## src/owd_defs.vh

```
// shared constants for the open wire host controller
`ifndef OWD_DEFS_VH
`define OWD_DEFS_VH
// converter register addresses (6-bit)
`define OWD_A_INTERFACE_MODE_REGISTER 6'h02
`define OWD_A_DATA 6'h04
`define OWD_A_GPIO 6'h06
`define OWD_A_CH0 6'h10
`define OWD_A_CH1 6'h11
`define OWD_A_CH2 6'h12
`define OWD_A_CH15 6'h1f
`define OWD_A_SETUP0 6'h20
`define OWD_A_SETUP1 6'h21
`define OWD_A_SETUP_ZERO_GAIN_COEFF 6'h38
// communications byte read flag
`define OWD_COMM_RD 8'h40
// configuration values written to the converter
`define OWD_V_INTERFACE_MODE_REGISTER 16'h0040
`define OWD_V_GPIO 16'h3800
`define OWD_V_SETUP_V 16'h1300
`define OWD_V_SETUP_I 16'h1000
`define OWD_V_GAIN_NOM 24'h55_567c
`define OWD_V_CH_SE 16'h8010
`define OWD_V_CH_DIFF 16'h8001
`define OWD_V_CH_OFF 16'h0000
// open wire thresholds in output codes
`define OWD_THR_BI 24'h01_86a0
`define OWD_THR_UNI 24'h03_0d40
// frame lengths in bits
`define OWD_NB_W16 6'h18
`define OWD_NB_W24 6'h20
`define OWD_NB_RD 6'h28
// software register byte offsets
`define OWD_R_CTRL 4'h0
`define OWD_R_STAT 4'h4
`define OWD_R_FLAG 4'h8
`define OWD_R_DIFF 4'hc
// control register bits
`define OWD_C_START 0
`define OWD_C_DIFF 1
`define OWD_C_UNIP 2
`define OWD_C_STOP 3
`endif

```

## src/owd_code_mem.v

```verilog
// per-channel store of the latest conversion code, registered read
`timescale 1ns/1ps
module owd_code_mem #(
   parameter AW = 4,
   parameter DW = 24
) (
   input wire clock,
   input wire rst_n,
   input wire we,
   input wire [AW-1:0] waddr,
   input wire [DW-1:0] wdata,
   input wire [AW-1:0] raddr,
   output reg [DW-1:0] rdata_r
);
   reg [DW-1:0] mem [0:(1<<AW)-1];
   always @(posedge clock) begin
      if (we)
         mem[waddr] <= wdata;
   end
   always @(posedge clock or negedge rst_n) begin
      if (!rst_n)
         rdata_r <= {DW{1'b0}};
      else
         rdata_r <= mem[raddr];
   end
endmodule

```

## src/owd_ctrl.v

```verilog
// open wire host controller: configures the converter and checks pairs
// Functional notes
// converter loads factory current gain into all gain registers at reset.
// host refreshes voltage setup gain after every reset or power-up.
// host may write nominal voltage gain instead of calibrating.
// setups for current inputs have input buffers off.
// setups for voltage inputs have input buffers on.
// host sets open wire enable and paired output enable pin bits.
// host sets the status-append bit of the interface mode register.
// each measured voltage input is converted on two enabled channels.
// single-ended pairs are 15/0, 1/2, 3/4 ... 13/14 only.
// differential pairs are 1/2, 5/6, 9/10, 13/14 only.
// differential channels use input pairs 0/1, 2/3, 4/5, 6/7 only.
// single-ended channels use one input against the common return.
// flag input when absolute code difference of a pair exceeds threshold.
// threshold is 300 mV input referred, bipolar or unipolar code.
// differential use of channels 1 and 2 disables channel 0.
// write interface mode, pin config and setup zero suggested values.
// single-ended pair channels 0x8010, differential pair channels 0x8001.
// converter scans enabled channels ascending, skips disabled, repeats.
// route codes by status channel index; evaluate when both are fresh.
// codes are 24-bit unsigned; difference computed without overflow.
`timescale 1ns/1ps
`include "owd_defs.vh"
module owd_ctrl #(
   parameter [7:0] DIV = 8'h08
) (
   input wire clock,
   input wire rst_n,
   input wire [3:0] addr,
   input wire [31:0] wdata,
   input wire wr,
   input wire rd,
   output reg [31:0] rdata_r,
   output wire sclk,
   output wire mosi,
   output wire cs_n,
   input wire miso
);
   localparam [2:0] S_IDLE = 3'h0;
   localparam [2:0] S_CFG = 3'h1;
   localparam [2:0] S_CFGW = 3'h2;
   localparam [2:0] S_WH = 3'h3;
   localparam [2:0] S_WL = 3'h4;
   localparam [2:0] S_RD = 3'h5;
   localparam [2:0] S_RDW = 3'h6;
   localparam [2:0] S_EVAL = 3'h7;
   localparam [2:0] STEP_LAST_SE = 3'h6;
   localparam [2:0] STEP_LAST_DF = 3'h7;

   reg [2:0] state_r;
   reg [2:0] step_r;
   reg diff_mode_r;
   reg unip_r;
   reg cs_hold_r;
   reg spi_start_r;
   reg [5:0] spi_nb_r;
   reg [39:0] spi_tx_r;
   reg [7:0] flags_r;
   reg [7:0] flags_nxt;
   reg [15:0] fresh_r;
   reg [23:0] code_r;
   reg [3:0] ch_r;
   reg [23:0] last_diff_r;
   reg [3:0] last_ch_r;

   wire spi_busy;
   wire spi_done;
   wire [39:0] spi_rx;
   wire rdy_s;
   wire [23:0] peer_code;

   // partner channel of a pair: 15 with 0, then odd with the next even
   function [3:0] partner;
      input [3:0] c;
      begin
         if (c == 4'h0)
            partner = 4'hf;
         else if (c == 4'hf)
            partner = 4'h0;
         else if (c[0])
            partner = c + 4'h1;
         else
            partner = c - 4'h1;
      end
   endfunction

   // pair number 0..7: channel plus one, halved (15 wraps onto 0)
   function [2:0] pair_id;
      input [3:0] c;
      reg [3:0] t;
      begin
         t = c + 4'h1;
         pair_id = t[3:1];
      end
   endfunction

   wire [3:0] rx_ch = spi_rx[3:0];
   wire [23:0] rx_code = spi_rx[31:8];
   wire [2:0] rx_pid = pair_id(rx_ch);
   // in differential mode only the odd-numbered pairs are legal
   wire rx_ok = ~diff_mode_r | rx_pid[0];
   wire store = (state_r == S_RDW) & spi_done & rx_ok;
   wire [3:0] ch_peer = partner(ch_r);
   wire [2:0] ch_pid = pair_id(ch_r);
   wire peer_fresh = fresh_r[ch_peer];
   // 24-bit unsigned operands: the larger minus the smaller cannot overflow
   wire [23:0] abs_diff = (code_r >= peer_code) ?
      (code_r - peer_code) : (peer_code - code_r);
   wire [23:0] thr = unip_r ? `OWD_THR_UNI : `OWD_THR_BI;
   wire ow_hit = (state_r == S_EVAL) & peer_fresh & (abs_diff > thr);

   // configuration frame table
   reg [5:0] cfg_addr;
   reg [23:0] cfg_data;
   reg cfg_long;
   reg cfg_last;
   always @* begin
      cfg_addr = `OWD_A_INTERFACE_MODE_REGISTER;
      cfg_data = 24'h00_0000;
      cfg_long = 1'b0;
      cfg_last = 1'b0;
      case (step_r)
         3'h0: begin
            cfg_addr = `OWD_A_INTERFACE_MODE_REGISTER;
            cfg_data = {8'h00, `OWD_V_INTERFACE_MODE_REGISTER};
         end
         3'h1: begin
            cfg_addr = `OWD_A_GPIO;
            cfg_data = {8'h00, `OWD_V_GPIO};
         end
         3'h2: begin
            cfg_addr = `OWD_A_SETUP0;
            cfg_data = {8'h00, `OWD_V_SETUP_V};
         end
         3'h3: begin
            // setup one is kept for current channels
            cfg_addr = `OWD_A_SETUP1;
            cfg_data = {8'h00, `OWD_V_SETUP_I};
         end
         3'h4: begin
            // nominal gain; part-to-part error is accepted over calibrating
            cfg_addr = `OWD_A_SETUP_ZERO_GAIN_COEFF;
            cfg_data = `OWD_V_GAIN_NOM;
            cfg_long = 1'b1;
         end
         3'h5: begin
            cfg_addr = `OWD_A_CH0;
            if (diff_mode_r)
               cfg_data = {8'h00, `OWD_V_CH_OFF};
            else
               cfg_data = {8'h00, `OWD_V_CH_SE};
         end
         3'h6: begin
            if (diff_mode_r) begin
               cfg_addr = `OWD_A_CH1;
               cfg_data = {8'h00, `OWD_V_CH_DIFF};
            end else begin
               cfg_addr = `OWD_A_CH15;
               cfg_data = {8'h00, `OWD_V_CH_SE};
            end
            cfg_last = (step_r == STEP_LAST_SE) & ~diff_mode_r;
         end
         3'h7: begin
            cfg_addr = `OWD_A_CH2;
            cfg_data = {8'h00, `OWD_V_CH_DIFF};
            cfg_last = (step_r == STEP_LAST_DF);
         end
         default: begin
            cfg_last = 1'b1;
         end
      endcase
   end

   wire wr_ctrl = wr & (addr == `OWD_R_CTRL);
   wire do_start = wr_ctrl & wdata[`OWD_C_START];
   wire do_stop = wr_ctrl & wdata[`OWD_C_STOP];
   wire [7:0] flag_clr = (wr & (addr == `OWD_R_FLAG)) ?
      wdata[7:0] : 8'h00;
   wire [7:0] flag_set = ow_hit ? (8'h01 << ch_pid) : 8'h00;

   // a hit in the clearing cycle survives the clear
   always @* begin
      flags_nxt = (flags_r & ~flag_clr) | flag_set;
   end

   always @(posedge clock or negedge rst_n) begin
      if (!rst_n) begin
         state_r <= S_IDLE;
         step_r <= 3'h0;
         diff_mode_r <= 1'b0;
         unip_r <= 1'b0;
         cs_hold_r <= 1'b0;
         spi_start_r <= 1'b0;
         spi_nb_r <= 6'h00;
         spi_tx_r <= 40'h00_0000_0000;
         flags_r <= 8'h00;
         fresh_r <= 16'h0000;
         code_r <= 24'h00_0000;
         ch_r <= 4'h0;
         last_diff_r <= 24'h00_0000;
         last_ch_r <= 4'h0;
      end else begin
         spi_start_r <= 1'b0;
         flags_r <= flags_nxt;
         if (wr_ctrl & (state_r == S_IDLE)) begin
            diff_mode_r <= wdata[`OWD_C_DIFF];
            unip_r <= wdata[`OWD_C_UNIP];
         end
         if (do_stop) begin
            state_r <= S_IDLE;
            cs_hold_r <= 1'b0;
         end else begin
            case (state_r)
               S_IDLE: begin
                  if (do_start & ~spi_busy) begin
                     step_r <= 3'h0;
                     fresh_r <= 16'h0000;
                     cs_hold_r <= 1'b1;
                     state_r <= S_CFG;
                  end
               end
               S_CFG: begin
                  spi_start_r <= 1'b1;
                  if (cfg_long) begin
                     spi_nb_r <= `OWD_NB_W24;
                     spi_tx_r <= {2'b00, cfg_addr, cfg_data, 8'h00};
                  end else begin
                     spi_nb_r <= `OWD_NB_W16;
                     spi_tx_r <= {2'b00, cfg_addr, cfg_data[15:0], 16'h0000};
                  end
                  state_r <= S_CFGW;
               end
               S_CFGW: begin
                  if (spi_done) begin
                     if (cfg_last) begin
                        state_r <= S_WH;
                     end else begin
                        step_r <= step_r + 3'h1;
                        state_r <= S_CFG;
                     end
                  end
               end
               // ready is low only after the line has been seen high again
               S_WH: begin
                  if (rdy_s)
                     state_r <= S_WL;
               end
               S_WL: begin
                  if (!rdy_s)
                     state_r <= S_RD;
               end
               S_RD: begin
                  spi_start_r <= 1'b1;
                  spi_nb_r <= `OWD_NB_RD;
                  spi_tx_r <= {(`OWD_COMM_RD | {2'b00, `OWD_A_DATA}),
                     32'h0000_0000};
                  state_r <= S_RDW;
               end
               S_RDW: begin
                  if (spi_done) begin
                     // the converter's ascending scan is not relied on
                     code_r <= rx_code;
                     ch_r <= rx_ch;
                     last_ch_r <= rx_ch;
                     if (rx_ok) begin
                        fresh_r[rx_ch] <= 1'b1;
                        state_r <= S_EVAL;
                     end else begin
                        state_r <= S_WH;
                     end
                  end
               end
               S_EVAL: begin
                  if (peer_fresh) begin
                     last_diff_r <= abs_diff;
                     fresh_r[ch_r] <= 1'b0;
                     fresh_r[ch_peer] <= 1'b0;
                  end
                  state_r <= S_WH;
               end
               default: begin
                  state_r <= S_IDLE;
               end
            endcase
         end
      end
   end

   wire cfg_busy = (state_r == S_CFG) | (state_r == S_CFGW);
   wire running = (state_r != S_IDLE) & ~cfg_busy;

   always @(posedge clock or negedge rst_n) begin
      if (!rst_n) begin
         rdata_r <= 32'h0000_0000;
      end else if (rd) begin
         case (addr)
            `OWD_R_CTRL:
               rdata_r <= {29'h0000_0000, unip_r, diff_mode_r, 1'b0};
            `OWD_R_STAT:
               rdata_r <= {fresh_r, 8'h00, last_ch_r, 1'b0, spi_busy,
                  running, cfg_busy};
            `OWD_R_FLAG:
               rdata_r <= {24'h00_0000, flags_r};
            `OWD_R_DIFF:
               rdata_r <= {8'h00, last_diff_r};
            default:
               rdata_r <= 32'h0000_0000;
         endcase
      end else begin
         rdata_r <= 32'h0000_0000;
      end
   end

   owd_spi #(
      .W(40),
      .DIV(DIV)
   ) u_spi (
      .clock(clock),
      .rst_n(rst_n),
      .start(spi_start_r),
      .nbits(spi_nb_r),
      .tx(spi_tx_r),
      .cs_hold(cs_hold_r),
      .miso(miso),
      .sclk_r(sclk),
      .mosi_r(mosi),
      .cs_n_r(cs_n),
      .busy(spi_busy),
      .done_r(spi_done),
      .rx_r(spi_rx),
      .miso_s(rdy_s)
   );

   owd_code_mem #(
      .AW(4),
      .DW(24)
   ) u_mem (
      .clock(clock),
      .rst_n(rst_n),
      .we(store),
      .waddr(rx_ch),
      .wdata(rx_code),
      .raddr(partner(rx_ch)),
      .rdata_r(peer_code)
   );
endmodule

```

## src/owd_spi.v

```verilog
// serial master: mode 3 shifter with divided clock and synchronised input
`timescale 1ns/1ps
module owd_spi #(
   parameter W = 40,
   parameter [7:0] DIV = 8'h08
) (
   input wire clock,
   input wire rst_n,
   input wire start,
   input wire [5:0] nbits,
   input wire [W-1:0] tx,
   input wire cs_hold,
   input wire miso,
   output reg sclk_r,
   output reg mosi_r,
   output reg cs_n_r,
   output wire busy,
   output reg done_r,
   output reg [W-1:0] rx_r,
   output wire miso_s
);
   localparam [7:0] DIV_M1 = DIV - 8'h01;
   reg [W-1:0] sh_r;
   reg [7:0] cnt_r;
   reg [5:0] bit_r;
   reg phase_r;
   reg smp_r;
   reg busy_r;
   reg m1_r;
   reg m2_r;
   assign busy = busy_r;
   assign miso_s = m2_r;
   always @(posedge clock or negedge rst_n) begin
      if (!rst_n) begin
         sh_r <= {W{1'b0}};
         rx_r <= {W{1'b0}};
         cnt_r <= 8'h00;
         bit_r <= 6'h00;
         phase_r <= 1'b0;
         smp_r <= 1'b0;
         busy_r <= 1'b0;
         done_r <= 1'b0;
         sclk_r <= 1'b1;
         mosi_r <= 1'b0;
         cs_n_r <= 1'b1;
         m1_r <= 1'b1;
         m2_r <= 1'b1;
      end else begin
         m1_r <= miso;
         m2_r <= m1_r;
         // a frame cut short by stop keeps select low until it has clocked out
         cs_n_r <= ~(cs_hold | busy_r);
         done_r <= 1'b0;
         if (!busy_r) begin
            if (start) begin
               busy_r <= 1'b1;
               sh_r <= tx;
               bit_r <= nbits;
               cnt_r <= 8'h00;
               phase_r <= 1'b0;
               smp_r <= 1'b0;
            end
         end else if (cnt_r != DIV_M1) begin
            cnt_r <= cnt_r + 8'h01;
         end else begin
            cnt_r <= 8'h00;
            if (!phase_r) begin
               // sample late in the high phase: the synchroniser adds delay
               if (smp_r)
                  rx_r <= {rx_r[W-2:0], m2_r};
               if (bit_r == 6'h00) begin
                  busy_r <= 1'b0;
                  done_r <= 1'b1;
               end else begin
                  sclk_r <= 1'b0;
                  mosi_r <= sh_r[W-1];
                  sh_r <= {sh_r[W-2:0], 1'b0};
                  phase_r <= 1'b1;
               end
            end else begin
               sclk_r <= 1'b1;
               bit_r <= bit_r - 6'h01;
               smp_r <= 1'b1;
               phase_r <= 1'b0;
            end
         end
      end
   end
endmodule
```

## config.mk

```make
export PLATFORM = sky130hd
export DESIGN_NAME = owd_ctrl
export DESIGN_NICKNAME = d
export VERILOG_FILES = /design/src/owd_code_mem.v /design/src/owd_ctrl.v /design/src/owd_spi.v
export VERILOG_INCLUDE_DIRS = /design/src
export SDC_FILE = /design/constraint.sdc
export NUM_CORES = 1
export LEC_CHECK = 0
export BUFFER_PORTS_ARGS = -buffer_cell sky130_fd_sc_hd__buf_2
export CELL_PAD_IN_SITES_DETAIL_PLACEMENT = 1
export CELL_PAD_IN_SITES_GLOBAL_PLACEMENT = 1
export CORE_ASPECT_RATIO = 0.75
export CORE_MARGIN = 1.5
export CORE_UTILIZATION = 40
export CTS_BUF_LIST = sky130_fd_sc_hd__clkbuf_4 sky130_fd_sc_hd__clkbuf_8
export CTS_CLUSTER_SIZE = 20
export DETAILED_ROUTE_END_ITERATION = 12
export GPL_ROUTABILITY_DRIVEN = 0
export PLACE_DENSITY_LB_ADDON = 0.1
export SLEW_MARGIN = 20
export SYNTH_ARGS = -nofsm -noshare
export SYNTH_HDL_FRONTEND = slang
export SYNTH_SLANG_ARGS = --single-unit
```

## constraint.sdc

```tcl
create_clock -name clock -period 4.6 [get_ports clock]
set_clock_uncertainty 0.15 [all_clocks]
set_input_delay 0.46 -clock clock [delete_from_list [all_inputs] [get_ports clock]]
set_output_delay 0.46 -clock clock [all_outputs]
set_load 0.005 [all_outputs]
```

Word-level counts from Yosys, hierarchy flattened --
Memories as Yosys holds them, arrays and structs flattened. A register that Yosys moved wholly into a read port is not among the register bits. Cells that the tools add are included. W data, S select, Z words.
Cells by class: order comparisons 8, mux-type cells 86, eq/ne operators 36, $add $sub $neg 9, bitwise gates (word level) 31, shifts and indexed selects 1, reductions and logical operators 31
Operators by type and width (number):
- $mux W40 | 5
- $pmux W24 S8 | 1
- $pmux W32 S4 | 1
- $mux W16 | 5
- $pmux W40 S2 | 1
- $mux W32 | 2
- $pmux W16 S3 | 1
- $pmux W6 S8 | 1
- $sub A24 B24 Y24 | 2
- $mux W8 | 5
- $and A16 B16 Y16 | 2
- $not A16 Y16 | 2
- $mux W1 | 30
- $mux W3 | 10
- $mux W6 | 5
- $mux W4 | 7
- $eq A3 B3 Y1 const B | 8
- $ge A24 B24 Y1 | 1
- $gt A24 B18 Y1 | 1
- $mux W24 | 1
- $pmux W3 S8 | 1
- $mux W18 | 1
- $eq A4 B4 Y1 const B | 4
- $or A16 B16 Y16 | 1
- 42 further kinds | 104
Word-level totals: memories 1, word-level logic and storage cells 230, flip-flop bits (word level) 259, RAM bits 384, input bits 41
Memories:
- u_mem.mem | depth 16, width 24, read ports 1, clocked after memory_dff 1, wr ports 1, line owd_code_mem.v:15 | reg [DW-1:0] mem [0:(1<<AW)-1];

Depth between registers and ports, before layout --
word-level depth 12, gate-level depth with buffers 21, depth with buffers taken out 19

Cells and area by module --
A second synthesis with hierarchy kept.
Second synthesis, totals: cells, all modules 2089, area total of the unflattened synthesis 29639.7 µm²
Modules (own cells, without submodules):
- owd_code_mem | area an instance 15050.7 µm², times used 1, sequential area each 12131.6 µm², cells each 636
- owd_ctrl | area an instance 9819.4 µm², times used 1, sequential area each 3578.4 µm², cells each 1119
- owd_spi | area an instance 4769.6 µm², times used 1, sequential area each 2582.5 µm², cells each 334

Least setup slack after synthesis --
OpenSTA, ideal clock, no wires.
path kind flip-flop to flip-flop, from register code_r[15], to register flags_r[0], path slack 0.404 ns, cell stages (with the launch flop) 21, data arrival time 3.910 ns, buffers on the path 3, required time 4.314 ns, setup time 0.136 ns, cells stage by stage dfrtp_1 -> inv_1 -> ha_1 -> buf_6 -> a21oi_2 -> o21a_1 -> nor3_1 -> or4_4 -> buf_6 -> or2_1 -> buf_4 -> o221a_2 -> xor2_1 -> ha_1 -> inv_1 -> a21o_1 -> a21oi_1 -> a2111oi_4 -> a41o_2 -> o22ai_4 -> o211ai_1
On the way: cells in the longest elaborated chain, start to end 6, elaborated cells between the ends (all ways) 8
Ends and longest elaborated chain:
- start, declared | line owd_ctrl.v:62 | reg [23:0] code_r;
- start signal, assigned | line owd_ctrl.v:263 | code_r <= rx_code;
- $sub A24 B24 Y24 / $ge A24 B24 Y1 (equally long branches) | line owd_ctrl.v:109, owd_ctrl.v:108
- $mux W24 * | line owd_ctrl.v:108 | wire [23:0] abs_diff = (code_r >= peer_code) ?
- $gt A24 B18 Y1 * | line owd_ctrl.v:111 | wire ow_hit = (state_r == S_EVAL) & peer_fresh & (abs_diff > thr);
- $and A1 B1 Y1 * | line owd_ctrl.v:111
- $mux W8 * | line owd_ctrl.v:180 | wire [7:0] flag_set = ow_hit ? (8'h01 << ch_pid) : 8'h00;
- $or A8 B8 Y8 * | line owd_ctrl.v:184 | flags_nxt = (flags_r & ~flag_clr) | flag_set;
- via flags_nxt[0] | line owd_ctrl.v:60 | reg [7:0] flags_nxt;
- end signal, assigned | line owd_ctrl.v:205 | flags_r <= flags_nxt;
- end, declared | line owd_ctrl.v:59 | reg [7:0] flags_r;
Mark *: on every way through the listed nets, which the timed path passes. The rest lies on a longest branch. A chain may end at the register's enable or synchronous reset.

Worst setup path in the final report --
from register code_r[22], to register flags_r[7]
On the way: cells in the longest elaborated chain, start to end 6, elaborated cells between the ends (all ways) 8
Ends and longest elaborated chain (line):
- $ge A24 B24 Y1 | owd_ctrl.v:108
- $mux W24 | owd_ctrl.v:108
- via abs_diff[15] | owd_ctrl.v:108
- $gt A24 B18 Y1 | owd_ctrl.v:111
- $and A1 B1 Y1 | owd_ctrl.v:111
- $mux W8 | owd_ctrl.v:180
- $or A8 B8 Y8 | owd_ctrl.v:184
- via flags_nxt[7] | owd_ctrl.v:60
The timed path passes the listed nets, and every way through them passes these cells.

==> metrics.md <==
| Metric | Value |
|---|---|
| 1st-iter DRT viols | `1673` |
| Final wirelength | `approximately 86 mm` |
| Crit path DAT | `4930 ps` |
| Cell Count, Final, Fillers Out | `3547` |
| H-tree levels | `3` |
| GRT overflow | `0` |
| Width of the chip | `311.7 um` |
| Switching share of power | `28.32%` |
| DIE AREA | `73100 um2` |
| CP Class | `reg -> reg` |
| Slew margin rel. | `between 30% and 40%` |
| Number of global-route vias before repair | `20980` |
| Synth top area cells | `edfxtp_1, dfrtp_1, nand2_1, ha_1, mux2_2` |
| Cells after Synth | `2398` |
| Post-synth top area share | `between 40% and 50%` |
| Max Buffers Root-to-Sink | `3` |
| R2R Path Start | `code_r[22]` |
| Yosys reg bits | `638` |
| Number of cells after detailed placement | `3330` |
| Setup crit end | `flags_r[7]` |
| HPWL after detailed placement | `52.81 mm` |
| Num CTS Buffers | `104` |
| Fin. Hold Viols | `0` |
| Ports | `76` |
| Post-layout minimum cycle time | `4480 ps` |
| Core Area | `slightly above 70000 um2` |
| Switching pwr | `3.982 mW` |
| Critical Path Start Type | `register` |
| Final net count | `2627` |
| Drt pass-1 iters | `5` |
| Clock Latency Late Sink | `around 760 ps` |
| Distinct cell type count after synthesis | `83` |
| Post-synth top area cell | `edfxtp_1` |
| R2r endpoint | `flags_r[7]` |
| Yosys warns | `0` |
| Antenna violations before repair | `1` |
| FP Rows | `84` |
| Drt drc | `0` |
| Setup tns final | `0 ps` |
| Reg2reg setup slack | `approximately 120 ps` |
| PortBufs | `51` |
| Highest clock rate | `approximately 0.22 GHz` |
| CP endpoint kind | `register` |
| Top FF cell, synth | `edfxtp_1` |
| VDD IR max | `0.0002574 V` |
| Drt wl/cell | `24.26 um` |
| Hold/Removal Path Class | `in -> reg` |
| Crit path from | `code_r[22]` |
| Final hold slack | `158.7 ps` |
| Combinational Power Share | `15.5%` |
| Clock Tree Root | `clkbuf_8` |
| Clock transition at path regs | `about 60 ps` |
| Post-synth EDFFs | `384` |
| Post-route cell area | `approximately 33000 um2` |
| Critical path peak fanout | `8` |
| Pleak | `approximately 13 nW` |
| Layout area overhead | `14.84%` |
| CTS tree | `yes` |
| Routed Antenna Nets | `0` |
| Total of max-cap violations | `0` |
| Share of post-route cells with drive strength above 1 | `17.55%` |
| Initial Util | `40.60%` |
| DR vias | `20430` |
| Clk sinks | `638` |
| Mapped Area | `between 20000 and 30000 um2` |
| Placed cell area | `30330 um2` |
| Final period util | `a little over nine tenths` |
| Int Pwr | `10.08 mW` |
| Post-synthesis async set-or-reset flop share | `about two fifths` |
| Sequential power share | `47.1%` |
| Final slew viol count | `0` |
| Syn Nets | `2516` |
| Most common cell in the synthesized netlist | `edfxtp_1` |
| Post-synth top cells | `edfxtp_1, nand2_1, dfrtp_1` |
| Final setup fails | `0` |
| Die H | `234.5 um` |
| Via density | `~5.8` |
| GRT Overall Usage | `23.72%` |
| Worst slew pin tran | `915.6 ps` |
| First-pass GRT wire length | `~130 mm` |
| Final Util | `a little under half` |
| R2R cell count | `17` |
| Clk pwr share | `37.4%` |
| Largest net degree at the start of global routing | `109` |
| PD cells | `428.3 nW/um2` |
| Syn Area/Cell | `11.92 um2` |
| Status | `finished, final reports clean` |
| Worst EP required | `5050 ps` |
| Sequential fraction of the synthesis area | `62.59%` |
-- sequential cells by signal, indices dropped and copies added, names as in the netlist, 4 cells and up --
name / cells
u_spi.cnt_r: 8
rdata_r: 32
last_ch_r: 4
u_spi.bit_r: 6
fresh_r: 16
spi_tx_r: 22
u_mem.rdata_r: 24
u_mem.mem: 384
flags_r: 8
last_diff_r: 24
code_r: 24
u_spi.rx_r: 32
u_spi.sh_r: 32
-- power groups by stage --
stage | Combinational [mW] | Clock (mW) | Sequential, mW
after CTS | 2.17 | 5.40 | 6.62
after global routing | 2.41 | 5.66 | 6.66
after detailed placement | 2.09 | 0 | 6.73
after floorplan | 1.44 | 0 | 6.59
final | 2.18 | 5.26 | 6.62
after global placement | 2.02 | 0 | 6.71
-- kinds of logic after synthesis --
| logic type | share of synthesized area [%] |
|---|---|
| adder cells (fa/ha/maj) | 3.423 |
| flip-flops | 62.59 |
| multiplexers | 4.385 |
| buffers and inverters | 3.195 |
| AO/OA/AOI/OAI | 15.69 |
| AND/OR/NAND/NOR | 9.926 |
| XOR/XNOR | 0.7966 |
-- critical path, cell delays in order (launching register included) --
cell      delay [ps]
dfrtp_1          370
inv_1             50
ha_1             400
nand4_1          260
nor3_1           100
or4_4            550
nor2_4           240
buf_6            180
mux2i_4          260
a41oi_1          160
xnor2_1          290
buf_4            180
ha_1             230
and4_1           210
a41o_2           290
o22ai_4          170
buf_12           150
o211ai_1         100
-- per-layer routing --
metal	track usage (%)	up-vias	wire, um
met5	0	-	0
met4	5.507	0	1352
met3	4.572	94	5022
met2	36.60	546	38300
met1	34.63	10560	41380
li1	-	9224	-
-- cell usage in the layout, fill, tap and decap left out, drive strengths merged, types with 12 or more instances in the layout --
master,count
edfxtp,384
nand2,334
dfrtp,250
a21oi,168
clkbuf,158
buf,142
nor2,121
o22ai,104
o21ai,99
mux2,80
inv,79
ha,75
a31oi,61
a311oi,51
a211oi,34
mux2i,33
and3,31
clkinv,29
nand3,26
a21o,25
nor2b,21
o31ai,19
and2,18
nor3,17
nand4,16
dlygate4sd3,16
a22oi,15
o211ai,14
xor2,14
xnor2,12
nand2b,12
-- metrics by stage --
step	power, mW	setup slack [ps]
after floorplan	8.029	403.6
after global placement	8.730	98.85
after detailed placement	8.816	-21.24
after CTS	14.18	7.373
after global routing	14.73	-14.28
final	14.06	120.2
-- what timing repair did --
action | 4_1_cts | 5_1_grt
hold buffers | 16 | 0
endpoints found under the setup margin | 5 | 8
gates resized for setup | 0 | 16
setup buffers | 1 | 2
endpoints found under the hold margin | 139 | 0
pin swaps | 2 | 3
-- how the worst min path moves through the flow --
stage                from            to  slack [ps]  depth (start not counted)
6_report          addr[2]    rdata_r[1]         160                          4
5_1_grt           addr[2]    rdata_r[1]         150                          4
4_1_cts                wr    flags_r[4]         100                          6
3_5_place_dp   u_spi.m1_r  u_spi.miso_s         200                          0
3_3_place_gp   u_spi.m1_r  u_spi.miso_s         200                          0
2_1_floorplan       rst_n     code_r[0]          10                          0
-- cell type report --
cell class,instances,area (um2)
multi-input cells,1529,9985
well taps,946,1184
flip-flops and latches,638,17890
diodes,3,7.507
inverters,78,292.8
clock buffers,158,1937
fillers,7450,37590
clock inverters,37,292.8
repair buffers,158,1237
Note: power is estimated with default switching activity, not from simulation.
